--- config.mk ---
export PLATFORM = sky130hd
export DESIGN_NAME = alu_datapath
export DESIGN_NICKNAME = d
export VERILOG_FILES = /design/src/include/core_pkg.sv /design/src/core/alu8.sv /design/src/core/alu_datapath.sv /design/src/core/prog_counter.sv
export SDC_FILE = /design/constraint.sdc
export NUM_CORES = 1
export LEC_CHECK = 0
export ABC_AREA = 1
export BUFFER_PORTS_ARGS = -buffer_cell sky130_fd_sc_hd__buf_4
export CORE_MARGIN = 2
export CORE_UTILIZATION = 45
export CTS_CLUSTER_SIZE = 14
export DETAILED_ROUTE_END_ITERATION = 8
export PLACE_DENSITY = 0.74
export SYNTH_ARGS = -nofsm -noshare
export SYNTH_HDL_FRONTEND = slang
export SYNTH_SLANG_ARGS = --single-unit
--- constraint.sdc ---
create_clock -name clk_i -period 5.8 [get_ports clk_i]
set_clock_uncertainty 0.1 [all_clocks]
set_input_delay 0.58 -clock clk_i [delete_from_list [all_inputs] [get_ports clk_i]]
set_output_delay 0.58 -clock clk_i [all_outputs]
set_load 0.01 [all_outputs]
--- src/include/core_pkg.sv ---
// Operation
// - Fetch one 14-bit word per cycle, separate bus
// - Overlap next fetch with current execute
// - Non-branch instructions finish in one cycle
// - Branches take two cycles, flush prefetch
// - Program counter spans 512 or 1K words
// - Special registers, program counter in data space
// - Any operation on any register, any mode
// - Eight-bit ALU: add, subtract, shift, logic
// - Arithmetic is two's complement
// - Two operands: accumulator plus register or literal
// - One operand: accumulator or register
// - Eight-bit accumulator, not in data space
// - ALU updates carry, nibble carry, zero flags
// - Subtract: carries are inverted borrows
package core_pkg;
	localparam int INSN_W = 14;
	localparam int DATA_W = 8;
	localparam int ADDR_W = 7;
	localparam int PC_W = 10;
	localparam int PC_WORDS_SMALL = 512;
	localparam int PC_WORDS_LARGE = 1024;
	localparam logic [ADDR_W-1:0] PCL_ADDR = 7'h02;
	localparam logic [ADDR_W-1:0] STATUS_ADDR = 7'h03;
	localparam logic [ADDR_W-1:0] PCLATH_ADDR = 7'h0A;
	localparam int C_BIT = 0;
	localparam int NC_BIT = 1;
	localparam int Z_BIT = 2;
	localparam logic [DATA_W-1:0] ZERO_BYTE = 8'h00;
	localparam logic [PC_W-1:0] PC_RESET = 10'h000;
	localparam logic [INSN_W-1:0] NOP_WORD = 14'h0000;

	typedef enum logic [3:0] {
		ALU_PASS_B, ALU_ADD, ALU_SUB, ALU_AND, ALU_OR, ALU_XOR,
		ALU_NOT, ALU_RLC, ALU_RRC, ALU_SWAP, ALU_INC, ALU_DEC, ALU_CLR
	} alu_op_t;

	typedef enum logic [1:0] {
		SRC_REG, SRC_LIT
	} src_sel_t;

	// Decoded operation from the instruction decoder
	typedef struct packed {
		logic valid;
		alu_op_t op;
		logic one_operand;
		logic operand_is_acc;
		src_sel_t src;
		logic [DATA_W-1:0] literal;
		logic [ADDR_W-1:0] reg_addr;
		logic to_acc;
		logic write_reg;
		logic upd_c;
		logic upd_nc;
		logic upd_z;
		logic branch;
		logic [PC_W-1:0] target;
	} exec_cmd_t;

	// ALU flags
	typedef struct packed {
		logic z;
		logic nc;
		logic c;
	} flags_t;

	// Data memory write request
	typedef struct packed {
		logic we;
		logic [ADDR_W-1:0] addr;
		logic [DATA_W-1:0] data;
	} dmem_wr_t;
endpackage
--- src/core/alu8.sv ---
`timescale 1ns/10ps
`default_nettype none
module alu8 #(
	parameter int W = 8
) (
	// Operation and operands
	input wire core_pkg::alu_op_t op_i,
	input wire logic [W-1:0] a_i,
	input wire logic [W-1:0] b_i,
	input wire logic c_i,
	// Result
	output logic [W-1:0] y_o,
	output core_pkg::flags_t flags_o
);
	logic [W:0] full;
	logic [4:0] low;
	always_comb
	begin
		full = {1'b0, b_i};
		low = {1'b0, b_i[3:0]};
		flags_o.c = c_i;
		unique case (op_i)
			core_pkg::ALU_ADD:
			begin
				full = {1'b0, a_i} + {1'b0, b_i};
				low = {1'b0, a_i[3:0]} + {1'b0, b_i[3:0]};
				flags_o.c = full[W];
			end
			core_pkg::ALU_SUB:
			begin
				full = {1'b0, b_i} + {1'b0, ~a_i} + {{W{1'b0}}, 1'b1};
				low = {1'b0, b_i[3:0]} + {1'b0, ~a_i[3:0]} + 5'h01;
				flags_o.c = full[W];
			end
			core_pkg::ALU_AND: full = {1'b0, a_i & b_i};
			core_pkg::ALU_OR: full = {1'b0, a_i | b_i};
			core_pkg::ALU_XOR: full = {1'b0, a_i ^ b_i};
			core_pkg::ALU_NOT: full = {1'b0, ~b_i};
			core_pkg::ALU_RLC:
			begin
				full = {1'b0, b_i[W-2:0], c_i};
				flags_o.c = b_i[W-1];
			end
			core_pkg::ALU_RRC:
			begin
				full = {1'b0, c_i, b_i[W-1:1]};
				flags_o.c = b_i[0];
			end
			core_pkg::ALU_SWAP: full = {1'b0, b_i[3:0], b_i[W-1:4]};
			core_pkg::ALU_INC: full = {1'b0, b_i} + {{W{1'b0}}, 1'b1};
			core_pkg::ALU_DEC: full = {1'b0, b_i} - {{W{1'b0}}, 1'b1};
			core_pkg::ALU_CLR: full = '0;
			default: full = {1'b0, b_i};
		endcase
		y_o = full[W-1:0];
		flags_o.nc = low[4];
		flags_o.z = (y_o == core_pkg::ZERO_BYTE);
	end
endmodule // alu8
`default_nettype wire

--- src/core/alu_datapath.sv ---
`timescale 1ns/10ps
`default_nettype none
module alu_datapath #(
	parameter int PROG_WORDS = core_pkg::PC_WORDS_LARGE
) (
	// Clock and reset
	input wire logic clk_i,
	input wire logic rstn_i,
	// Program memory bus
	output logic [core_pkg::PC_W-1:0] pmem_addr_o,
	input wire logic [core_pkg::INSN_W-1:0] pmem_data_i,
	// Decoder side
	output logic [core_pkg::INSN_W-1:0] insn_o,
	output logic insn_valid_o,
	input wire core_pkg::exec_cmd_t cmd_i,
	// Data memory bus
	output logic [core_pkg::ADDR_W-1:0] dmem_raddr_o,
	input wire logic [core_pkg::DATA_W-1:0] dmem_rdata_i,
	output core_pkg::dmem_wr_t dmem_wr_o,
	// Status
	output logic [core_pkg::DATA_W-1:0] acc_o,
	output core_pkg::flags_t flags_o
);
	typedef struct packed {
		logic [core_pkg::INSN_W-1:0] insn;
		logic insn_valid;
		logic [core_pkg::DATA_W-1:0] acc;
		core_pkg::flags_t flags;
		core_pkg::dmem_wr_t wr;
		logic [core_pkg::ADDR_W-1:0] raddr;
		logic flush;
	} state_t;

	state_t s;
	state_t next_s;
	logic [core_pkg::PC_W-1:0] pc;
	logic [core_pkg::DATA_W-1:0] reg_val;
	logic [core_pkg::DATA_W-1:0] op_a;
	logic [core_pkg::DATA_W-1:0] op_b;
	logic [core_pkg::DATA_W-1:0] alu_y;
	core_pkg::flags_t alu_f;
	logic take_branch;
	logic pc_write;

	assign take_branch = cmd_i.valid && cmd_i.branch && !s.flush;
	assign pc_write = cmd_i.valid && !s.flush && cmd_i.write_reg && !cmd_i.to_acc
		&& cmd_i.reg_addr == core_pkg::PCL_ADDR;

	prog_counter #(
		.WORDS(PROG_WORDS)
	) u_pc (
		.clk_i(clk_i),
		.rstn_i(rstn_i),
		.load_i(take_branch || pc_write),
		.target_i(take_branch ? cmd_i.target
			: {pc[core_pkg::PC_W-1:core_pkg::DATA_W], alu_y}),
		.pc_o(pc)
	);

	// Special registers read from inside the core
	always_comb
	begin
		if (cmd_i.reg_addr == core_pkg::STATUS_ADDR)
			reg_val = {5'h00, s.flags};
		else if (cmd_i.reg_addr == core_pkg::PCL_ADDR)
			reg_val = pc[core_pkg::DATA_W-1:0];
		else
			reg_val = dmem_rdata_i;
	end

	// Operand steering
	always_comb
	begin
		op_a = s.acc;
		if (cmd_i.one_operand)
			op_b = cmd_i.operand_is_acc ? s.acc : reg_val;
		else
			op_b = (cmd_i.src == core_pkg::SRC_LIT) ? cmd_i.literal : reg_val;
	end

	alu8 #(
		.W(core_pkg::DATA_W)
	) u_alu (
		.op_i(cmd_i.op),
		.a_i(op_a),
		.b_i(op_b),
		.c_i(s.flags.c),
		.y_o(alu_y),
		.flags_o(alu_f)
	);

	always_comb
	begin
		next_s = s;
		next_s.insn = pmem_data_i;
		next_s.insn_valid = 1'b1;
		next_s.flush = take_branch;
		next_s.wr.we = 1'b0;
		next_s.wr.addr = cmd_i.reg_addr;
		next_s.wr.data = alu_y;
		next_s.raddr = cmd_i.reg_addr;
		if (take_branch)
			next_s.insn_valid = 1'b0;
		if (cmd_i.valid && !s.flush)
		begin
			if (cmd_i.to_acc)
				next_s.acc = alu_y;
			else if (cmd_i.write_reg)
				next_s.wr.we = 1'b1;
			if (cmd_i.upd_c)
				next_s.flags.c = alu_f.c;
			if (cmd_i.upd_nc)
				next_s.flags.nc = alu_f.nc;
			if (cmd_i.upd_z)
				next_s.flags.z = alu_f.z;
			if (cmd_i.write_reg && !cmd_i.to_acc && cmd_i.reg_addr == core_pkg::STATUS_ADDR)
				next_s.flags = alu_y[2:0];
		end
	end

	always_ff @(posedge clk_i or negedge rstn_i)
	begin
		if (!rstn_i)
		begin
			s.insn <= core_pkg::NOP_WORD;
			s.insn_valid <= 1'b0;
			s.acc <= core_pkg::ZERO_BYTE;
			s.flags <= '0;
			s.wr <= '0;
			s.raddr <= '0;
			s.flush <= 1'b0;
		end
		else
			s <= next_s;
	end

	// Outputs
	assign insn_o = s.insn;
	assign insn_valid_o = s.insn_valid;
	assign acc_o = s.acc;
	assign flags_o = s.flags;
	assign dmem_wr_o = s.wr;
	assign dmem_raddr_o = s.raddr;
	assign pmem_addr_o = pc;
endmodule // alu_datapath
`default_nettype wire

--- src/core/prog_counter.sv ---
`timescale 1ns/10ps
`default_nettype none
module prog_counter #(
	parameter int WORDS = core_pkg::PC_WORDS_LARGE
) (
	// Clock and reset
	input wire logic clk_i,
	input wire logic rstn_i,
	// Control
	input wire logic load_i,
	input wire logic [core_pkg::PC_W-1:0] target_i,
	// Count
	output logic [core_pkg::PC_W-1:0] pc_o
);
	localparam logic [core_pkg::PC_W-1:0] LAST = core_pkg::PC_W'(WORDS - 1);
	logic [core_pkg::PC_W-1:0] next_pc;
	always_comb
	begin
		if (load_i)
			next_pc = target_i & LAST;
		else
			next_pc = (pc_o + 10'h001) & LAST;
	end
	always_ff @(posedge clk_i or negedge rstn_i)
	begin
		if (!rstn_i)
			pc_o <= core_pkg::PC_RESET;
		else
			pc_o <= next_pc;
	end
endmodule // prog_counter
`default_nettype wire

* Word-level counts from Yosys, hierarchy flattened
Cells that the tools add are included.
Storage, ports and cells: logic and storage cells 81, input port bits 64, flip-flop bits (word level) 53, output and inout port bits 59
Cells by class: reductions and logical operators 20, eq/ne operators 16, mux-type cells 18, add/subtract/negate cells 9, bitwise operators 6
Operators with widths (count):
- case mux 8 bit (12 select lines) | 1
- 2-to-1 mux 8 bit | 5
- == test 4 bit (second input constant) | 5
- 2-to-1 mux 10 bit | 2
- adder 8 x 8 -> 9 bit | 2
- == test 4 x 3 -> 1 bit (second input constant) | 4
- NOT 8 bit | 2
- == test 7 x 2 -> 1 bit (second input constant) | 2
- adder 10 x 1 -> 10 bit (second input constant) | 1
- adder 4 x 4 -> 5 bit | 2
- case mux 5 bit (2 select lines) | 1
- adder 9 x 1 -> 9 bit (second input constant) | 1
- adder 8 x 1 -> 8 bit (second input constant) | 1
- bitwise AND 8 bit | 1
- == test 4 x 2 -> 1 bit (second input constant) | 2
- logical AND 1 bit | 8
- zero test 8 bit | 1
- bitwise OR 8 bit | 1
- subtractor 8 x 1 -> 8 bit (second input constant) | 1
- bitwise XOR 8 bit | 1
- 2-to-1 mux 1 bit | 7
- AND reduction 2 bit | 3
- nonzero test 2 bit | 3
- adder 5 x 1 -> 5 bit (second input constant) | 1
- 10 further kinds | 11

* Depth between registers and ports, before layout
Gate-level depths: netlist of the first run.
word-level depth 11, mapped depth 28, mapped depth without buffers 28

* Cells and area by module
From an unflattened synthesis of the first run, not the netlist that was laid out.
Unflattened totals: cell total of the unflattened synthesis 793, area, all modules 5034.8 µm²
By module, submodules not included:
- alu_datapath | instances 1, sequential area each 1076.0 µm², cells an instance 305, area each 2468.6 µm²
- alu8 | instances 1, sequential area each 0.0 µm², cells an instance 415, area each 2016.9 µm²
- prog_counter | instances 1, sequential area each 250.2 µm², cells an instance 73, area each 549.3 µm²

* Worst setup path before layout of the first run
Ideal clock, no wire load.
path type input port to flip-flop, from input cmd_i[18] (netlist name), to register s (netlist bit flags_o[2]), slack 2493 ps, buffers on the path 0, stages on the path 22, arrival 3130 ps, setup time 77 ps, required time 5623 ps, cell sequence inv_1 nand2_2 nor2_2 nand2_2 or2_1 nand3_1 nand2_1 nand2_2 inv_2 fa_1 or2_2 nand3_1 o2111ai_1 nor2_1 nand2_1 nor2_1 nand2_1 nand2_2 nand3_2 nor2_1 nand4_1 a21oi_1
Between the ends: word-level cells in the longest chain between the ends 11, elaborated cells between the ends (all ways) 23, those cells by class 5 x add/sub; 2 x eq/ne; 8 x mux; 4 x bitwise; 4 x reduce/logical
RTL lines:
- from (decl) | line alu_datapath.sv:15 | input wire core_pkg::exec_cmd_t cmd_i,
- == test 7 x 2 -> 1 bit | line alu_datapath.sv:65 | else if (cmd_i.reg_addr == core_pkg::PCL_ADDR)
- 2-to-1 mux 8 bit | line alu_datapath.sv:65
- 2-to-1 mux 8 bit | line alu_datapath.sv:63 | if (cmd_i.reg_addr == core_pkg::STATUS_ADDR)
- 2-to-1 mux 8 bit (on tied branches) | line alu_datapath.sv:78, alu_datapath.sv:76
- 2-to-1 mux 8 bit | line alu_datapath.sv:75 | if (cmd_i.one_operand)
- adder 8 x 8 -> 9 bit | line alu8.sv:31 | full = {1'b0, b_i} + {1'b0, ~a_i} + {{W{1'b0}}, 1'b1};
- adder 9 x 1 -> 9 bit | line alu8.sv:31
- case mux 8 bit (12 select lines) | line alu8.sv:22 | unique case (op_i)
- zero test 8 bit | line alu8.sv:57 | flags_o.z = (y_o == core_pkg::ZERO_BYTE);
- 2-to-1 mux 1 bit | line alu_datapath.sv:114 | if (cmd_i.upd_z)
- 2-to-1 mux 3 bit | line alu_datapath.sv:116 | if (cmd_i.write_reg && !cmd_i.to_acc && cmd_i.reg_addr == core_pkg::STATUS_ADDR)
- to (signal assigned) | line alu_datapath.sv:134 | s <= next_s;
- to (decl) | line alu_datapath.sv:34 | state_t s;
Several ways; a longest one is shown, not always the timed one. The select of a mux whose other input is x is not followed. A chain may end at the register's enable or synchronous reset.

* Worst setup path after layout of the first run
from input cmd_i[20] (netlist name), to register s (netlist bit flags_o[2])
Same word-level chain as after synthesis.

==> impl_metrics.tcl, run 1 <==
set metrics [dict create \
    worst-r2r-setup-slack_ps 2490 \
    synth_top_area_share 0.2776 \
    outcome "finished, final reports clean" \
    antenna-diode-count 0 \
    clkSlewWorstSetupHoldPaths_ps 100 \
    fin_util 0.5352 \
    post-dp-hpwl_mm 12.23 \
    cts-hold-fix-buffers 0 \
    synthDominantAreaCellType "dfrtp_1" \
    timing.critical_path.fanout_max 15 \
    synthArstFlopShare 1.000 \
    critical_path_arrival_ps 4010 \
    worst_setup_path_start_kind "input pin" \
    die-area_um2 11460 \
    layout-drive-gt1-share 0.2356 \
    ir_worst_vdd_uv 124.1 \
    num_vias 4853 \
    ys.warnings.count 0 \
    largest_net_degree_at_the_start_of_global_routing 54 \
    post_cts_buffers 0 \
    synth_sequential_area_ratio 0.2776 \
    avgRoutedWirePerCell_um 16.81 \
    place.port_buffers 122 \
    count_of_nets_after_finishing 861 \
    maxSlewHeadroom 0.2682 \
    synth-edff-count 0 \
    power_per_cell_area_nw_per_um2 252.8 \
    worst-slew-pin-transition_ps 1089 \
    route.final.wire_length_mm 15.13 \
    placed_instance_area_um2 5439 \
    synth_cell_type_count 45 \
    top_achievable_clock_speed_mhz 258.8 \
    cell_count_after_synthesis 691 \
    syn2layout_area_growth_pct 15.66 \
    vias_per_cell 5.392 \
    criticalPathCategory "in -> reg" \
    cts.root.buffer_cell "clkbuf_8" \
    timing_hold_violations_final 0 \
    cts-htree-levels 2 \
    cts.path.max_buffers 2 \
    start_util 0.4627 \
    grt_first_pass_wirelength_mm 23.36 \
    critical_path.endpoint_type "flop" \
    finish.instance_area_um2 5525 \
    min_cycle_time_layout_ps 3864 \
    syn-mean-instance-area_um2 6.913 \
    boundaryPins 123 \
    dieHeight_um 107.0 \
    ant_nets 0 \
    setup-violations-final 0 \
    core_area_um2 10320 \
    final_cell_mix "nand2_1, buf_4, inv_1" \
    rows 37 \
    drc 0 \
    die_width_um 107.0 \
    drv.max_cap_violation_count 0 \
    finalMaxSlewViolations 0 \
    place_congestion 0.9880 \
    tritoncts.num_buffers 5 \
    leakage_dissipation_uw 0.002950 \
    grt_antenna_before_repair 0 \
    combined_area_of_all_synthesized_cells_um2 4777 \
    critical_path_required_ps 5950 \
    finalSetupTns_ps 0 \
    first_iter_violations 300 \
    first_global_vias 4617 \
    clkSinkCount 53 \
    cts_tree "done" \
    synth-main-ff-cell "dfrtp_1" \
    yosys_register_bits 53 \
    synth.area.top_cells "dfrtp_1, nand2_1, ha_1" \
    detailedRoute.firstPassIterationCount 5 \
    track_usage 0.2640 \
    grt.overflow.total 0 \
    final_common_cell "nand2_1" \
    timing.final.crit_share 0.6663 \
    rsz_0062_raised_after_global_routing "no" \
    postCtsResizedCells 0 \
    hold_class "in -> async" \
    clk-insertion-delay-late_ps 320 \
    synthesis.nets 789 \
]
-- worst paths after layout --
kind                                 start               to  cells past startpoint
max in group asynchronous           rstn_i  dmem_raddr_o[0]                      1
min in group clk_i         pmem_data_i[11]       insn_o[11]                      1
setup / recovery                 cmd_i[20]       flags_o[2]                     23
hold reg to reg               u_pc.pc_o[9]     u_pc.pc_o[9]                      2
setup reg to reg              u_pc.pc_o[0]       flags_o[2]                     24
hold / removal                      rstn_i     u_pc.pc_o[5]                      1
-- final cells by class --
| cell class | instances | area [µm²] |
|---|---|---|
| clock buffer | 6 | 72.57 |
| tap | 136 | 170.2 |
| timing repair buffer | 122 | 915.9 |
| inverter | 97 | 366.6 |
| sequential | 53 | 1326 |
| multi-input combinational | 484 | 2660 |
| clock inverter | 2 | 13.76 |
| fill | 1034 | 4798 |
-- synthesized netlist by cell type, types with 2 or more instances --
| cell type | instances |
|---|---|
| o22ai_1 | 3 |
| fa_1 | 3 |
| xor2_1 | 2 |
| a211oi_1 | 3 |
| or2_2 | 7 |
| buf_4 | 49 |
| a31oi_1 | 2 |
| nand2_2 | 25 |
| buf_2 | 3 |
| o21ai_0 | 31 |
| nand3_1 | 76 |
| xnor2_1 | 2 |
| nor2_2 | 2 |
| or2_1 | 3 |
| nand4_1 | 5 |
| buf_6 | 3 |
| nand2_1 | 158 |
| nor2_1 | 51 |
| nand3_2 | 3 |
| nand2_4 | 4 |
| dfrtp_1 | 53 |
| ha_1 | 31 |
| nor3_1 | 8 |
| nand3b_1 | 2 |
| o21ai_1 | 4 |
| o211ai_1 | 10 |
| o221ai_1 | 4 |
| clkinv_1 | 3 |
| o21ai_2 | 2 |
| inv_1 | 88 |
| a21oi_1 | 33 |
| inv_2 | 5 |
-- cells by family (layout without fill, tap and decap cells) --
kind of cell / after synthesis / count (layout) / synth area share
xor+xnor: 4 / 4 / 0.007335
fa+ha+maj: 34 / 34 / 0.09377
simple gates: 347 / 347 / 0.3339
compound gates: 99 / 99 / 0.1218
buf+inv: 154 / 227 / 0.1655
flops: 53 / 53 / 0.2776
-- critical path, stage by stage --
cell       delay (ps)
buf_4             110
inv_1              70
nand2_2            70
nor2_4            260
nand2_2           240
or2_1             280
nand3_1            80
nand2_1           110
nand2_2           150
inv_2             100
fa_1              460
or2_2             320
nand3_1           100
o2111ai_1         110
nor2_1            210
nand2_1            90
nor2_1             90
nand2_1            70
nand2_2           110
nand3_2            80
nor2_1            100
nand4_1            90
a21oi_1           130
-- power breakdown --
part           total [µW]  internal (µW)  switching (µW)
Clock                 211           86.3             125
Sequential            506            428            78.0
Combinational         680            270             410
-- state kept, by name, indices dropped and copies added (netlist names) --
name / cells
dmem_wr_o: 9
acc_o: 8
flags_o: 3
s: 1
dmem_raddr_o: 7
insn_o: 14
insn_valid_o: 1
u_pc.pc_o: 10
-- metal layers --
layer / GRT usage / routed length (µm)
met1: 0.3165 / 6145
met2: 0.4625 / 7407
met3: 0.03465 / 971
met4: 0.1299 / 608
met5: 0 / 0
-- through the flow --
step                total power (µW)  hold slack, ps  std cells  setup WS (ps)
floorplan                      948.1           184.4        691           2493
global placement                1172           431.1        892           1613
detailed placement              1183           442.9        892           1680
CTS                             1393           207.7        900           2016
global route                    1495           240.9        900           1622
finish                          1397           198.2        900           1936
(Power assumes the default switching activity.)
==> run 2, diff against run 1 <==
- PLACE_DENSITY: 0.74 -> 0.76
- clock period: 5.8 -> 3.5 ns (I/O delays scaled with it)
==> impl_metrics.tcl, run 2 (same netlist as run 1, synthesis figures left out) <==
set metrics [dict create \
    holdWs_ps 44.46 \
    internal_power_uw 1502 \
    clkSinkCount 53 \
    core_area_um2 10320 \
    worst-slew-pin-transition_ps 1055 \
    dpl.cell_count 940 \
    timing.final.crit_share 0.9409 \
    worst-r2r-cell-count 24 \
    whs_path_depth 1 \
    die-area_um2 11460 \
    post-dp-hpwl_mm 12.77 \
    vias_per_cell 5.365 \
    min_cycle_time_layout_ps 3293 \
    grt.overflow.total 0 \
    route.final.wire_length_mm 15.94 \
    top_achievable_clock_speed_mhz 303.7 \
    boundaryPins 123 \
    cts_tree "done" \
    worstReg2RegStart "flags_o[0]" \
    worst_min_path_start "pmem_data_i[6]" \
    timing.critical_path.slowest_cell_delay_ps 310 \
    antenna-diode-count 0 \
    final_cell_mix "buf_4, nand2_1, inv_1" \
    cts-htree-levels 2 \
    dieHeight_um 107.0 \
    first_iter_violations 426 \
    final_worst_path_setup_slack_ps 207.0 \
    setup-violations-final 0 \
    detailedRoute.firstPassIterationCount 5 \
    final_common_cell "buf_4" \
    critPathSlowestCell "ha_1" \
    fill_cells 953 \
    critical_path_required_ps 3640 \
    place_congestion 1.016 \
    power_per_cell_area_nw_per_um2 424.6 \
    critical_path_arrival_ps 3430 \
    track_usage 0.2739 \
    power.share.sequential 0.317 \
    maxSlewHeadroom 0.2910 \
    drv.max_cap_violation_count 0 \
    cts.path.max_buffers 2 \
    largest_register_ffs 14 \
    place.port_buffers 122 \
    criticalPathCategory "in -> reg" \
    hold_class "in -> reg" \
    combinationalPowerShare 0.520 \
    preCtsSetupSlack_ps -181.2 \
    power.share.switching 0.4130 \
    clkSlewWorstSetupHoldPaths_ps 90 \
    timing.critical_path.fanout_max 7 \
    leakage_dissipation_uw 0.003234 \
    power_switching_uw 1057 \
    grt_first_pass_wirelength_mm 24.80 \
    outcome "finished, final reports clean" \
    ir_worst_vdd_uv 222.0 \
    count_of_nets_after_finishing 915 \
    tritoncts.num_buffers 5 \
    start_util 0.4627 \
    avgRoutedWirePerCell_um 16.70 \
    largest_net_degree_at_the_start_of_global_routing 54 \
    r2r-end "flags_o[2]" \
    rows 37 \
    ant_nets 0 \
    finish.instance_area_um2 6027 \
    placed_instance_area_um2 5799 \
    timing_hold_violations_final 0 \
    final-instance-count-excl-fill 954 \
    critical_path.endpoint_type "flop" \
    worst_setup_path_start_kind "input pin" \
    finalSetupTns_ps 0 \
    whs_endpoint "insn_o[6]" \
    layout-drive-gt1-share 0.2995 \
    cts.root.buffer_cell "clkbuf_8" \
    finalMaxSlewViolations 0 \
    grt_antenna_before_repair 0 \
    num_vias 5118 \
    syn2layout_area_growth_pct 26.17 \
    drc 0 \
    clock_power_share 0.163 \
    clk-insertion-delay-late_ps 310 \
    worst-r2r-setup-slack_ps 310 \
    first_global_vias 4902 \
    number_of_buffers_and_inverters_on_the_critical_path 5 \
    die_width_um 107.0 \
    crit_family "simple AND/OR/NAND/NOR gates" \
]
-- run 2: final cells by class --
| class | instances | area (µm²) | area share |
|---|---|---|---|
| multi-input cells | 484 | 2723 | 0.4517 |
| repair buffers | 176 | 1328 | 0.2203 |
| flip-flops and latches | 53 | 1326 | 0.2201 |
| inverters | 97 | 369.1 | 0.06124 |
| well taps | 136 | 170.2 | 0.02823 |
| clock buffers | 6 | 72.57 | 0.01204 |
| clock inverters | 2 | 38.79 | 0.006436 |
-- run 2: what timing repair did --
item,4_1_cts,5_1_grt
hold buffers,1,0
gates resized for setup,0,18
hold endpoints to repair,4,0
setup endpoints to repair,0,9
setup buffers,0,5
-- run 2: power groups by stage --
| stage | logic (µW) | registers (µW) | clock network [µW] |
|---|---|---|---|
| floorplan | 764 | 808 | 0 |
| global placement | 1250 | 815 | 0 |
| global route | 1470 | 819 | 445 |
| CTS | 1280 | 805 | 421 |
| finish | 1330 | 810 | 418 |
| detailed placement | 1270 | 816 | 0 |
-- run 2: layer usage --
layer | wire length [µm] | global-route usage
met1 | 6269 | 0.3330
met2 | 7923 | 0.4910
met3 | 1236 | 0.03343
met4 | 506 | 0.1048
met5 | 0 | 0
-- run 2: worst max path at each step --
stage / start / slack, ps / depth (start not counted) / end
4_1_cts: cmd_i[18] / 120 / 28 / flags_o[2]
6_report: cmd_i[20] / 210 / 25 / flags_o[2]
3_5_place_dp: cmd_i[20] / -180 / 28 / flags_o[2]
2_1_floorplan: cmd_i[18] / 420 / 22 / flags_o[2]
3_3_place_gp: cmd_i[20] / -150 / 27 / flags_o[2]
5_1_grt: cmd_i[20] / -10 / 28 / flags_o[2]
-- run 2: through the flow --
stage	utilization	power [µW]
after floorplan	-	1571
after global placement	0.5618	2067
after detailed placement	0.5618	2086
after CTS	0.5735	2503
after global routing	0.5838	2733
final	0.5838	2559
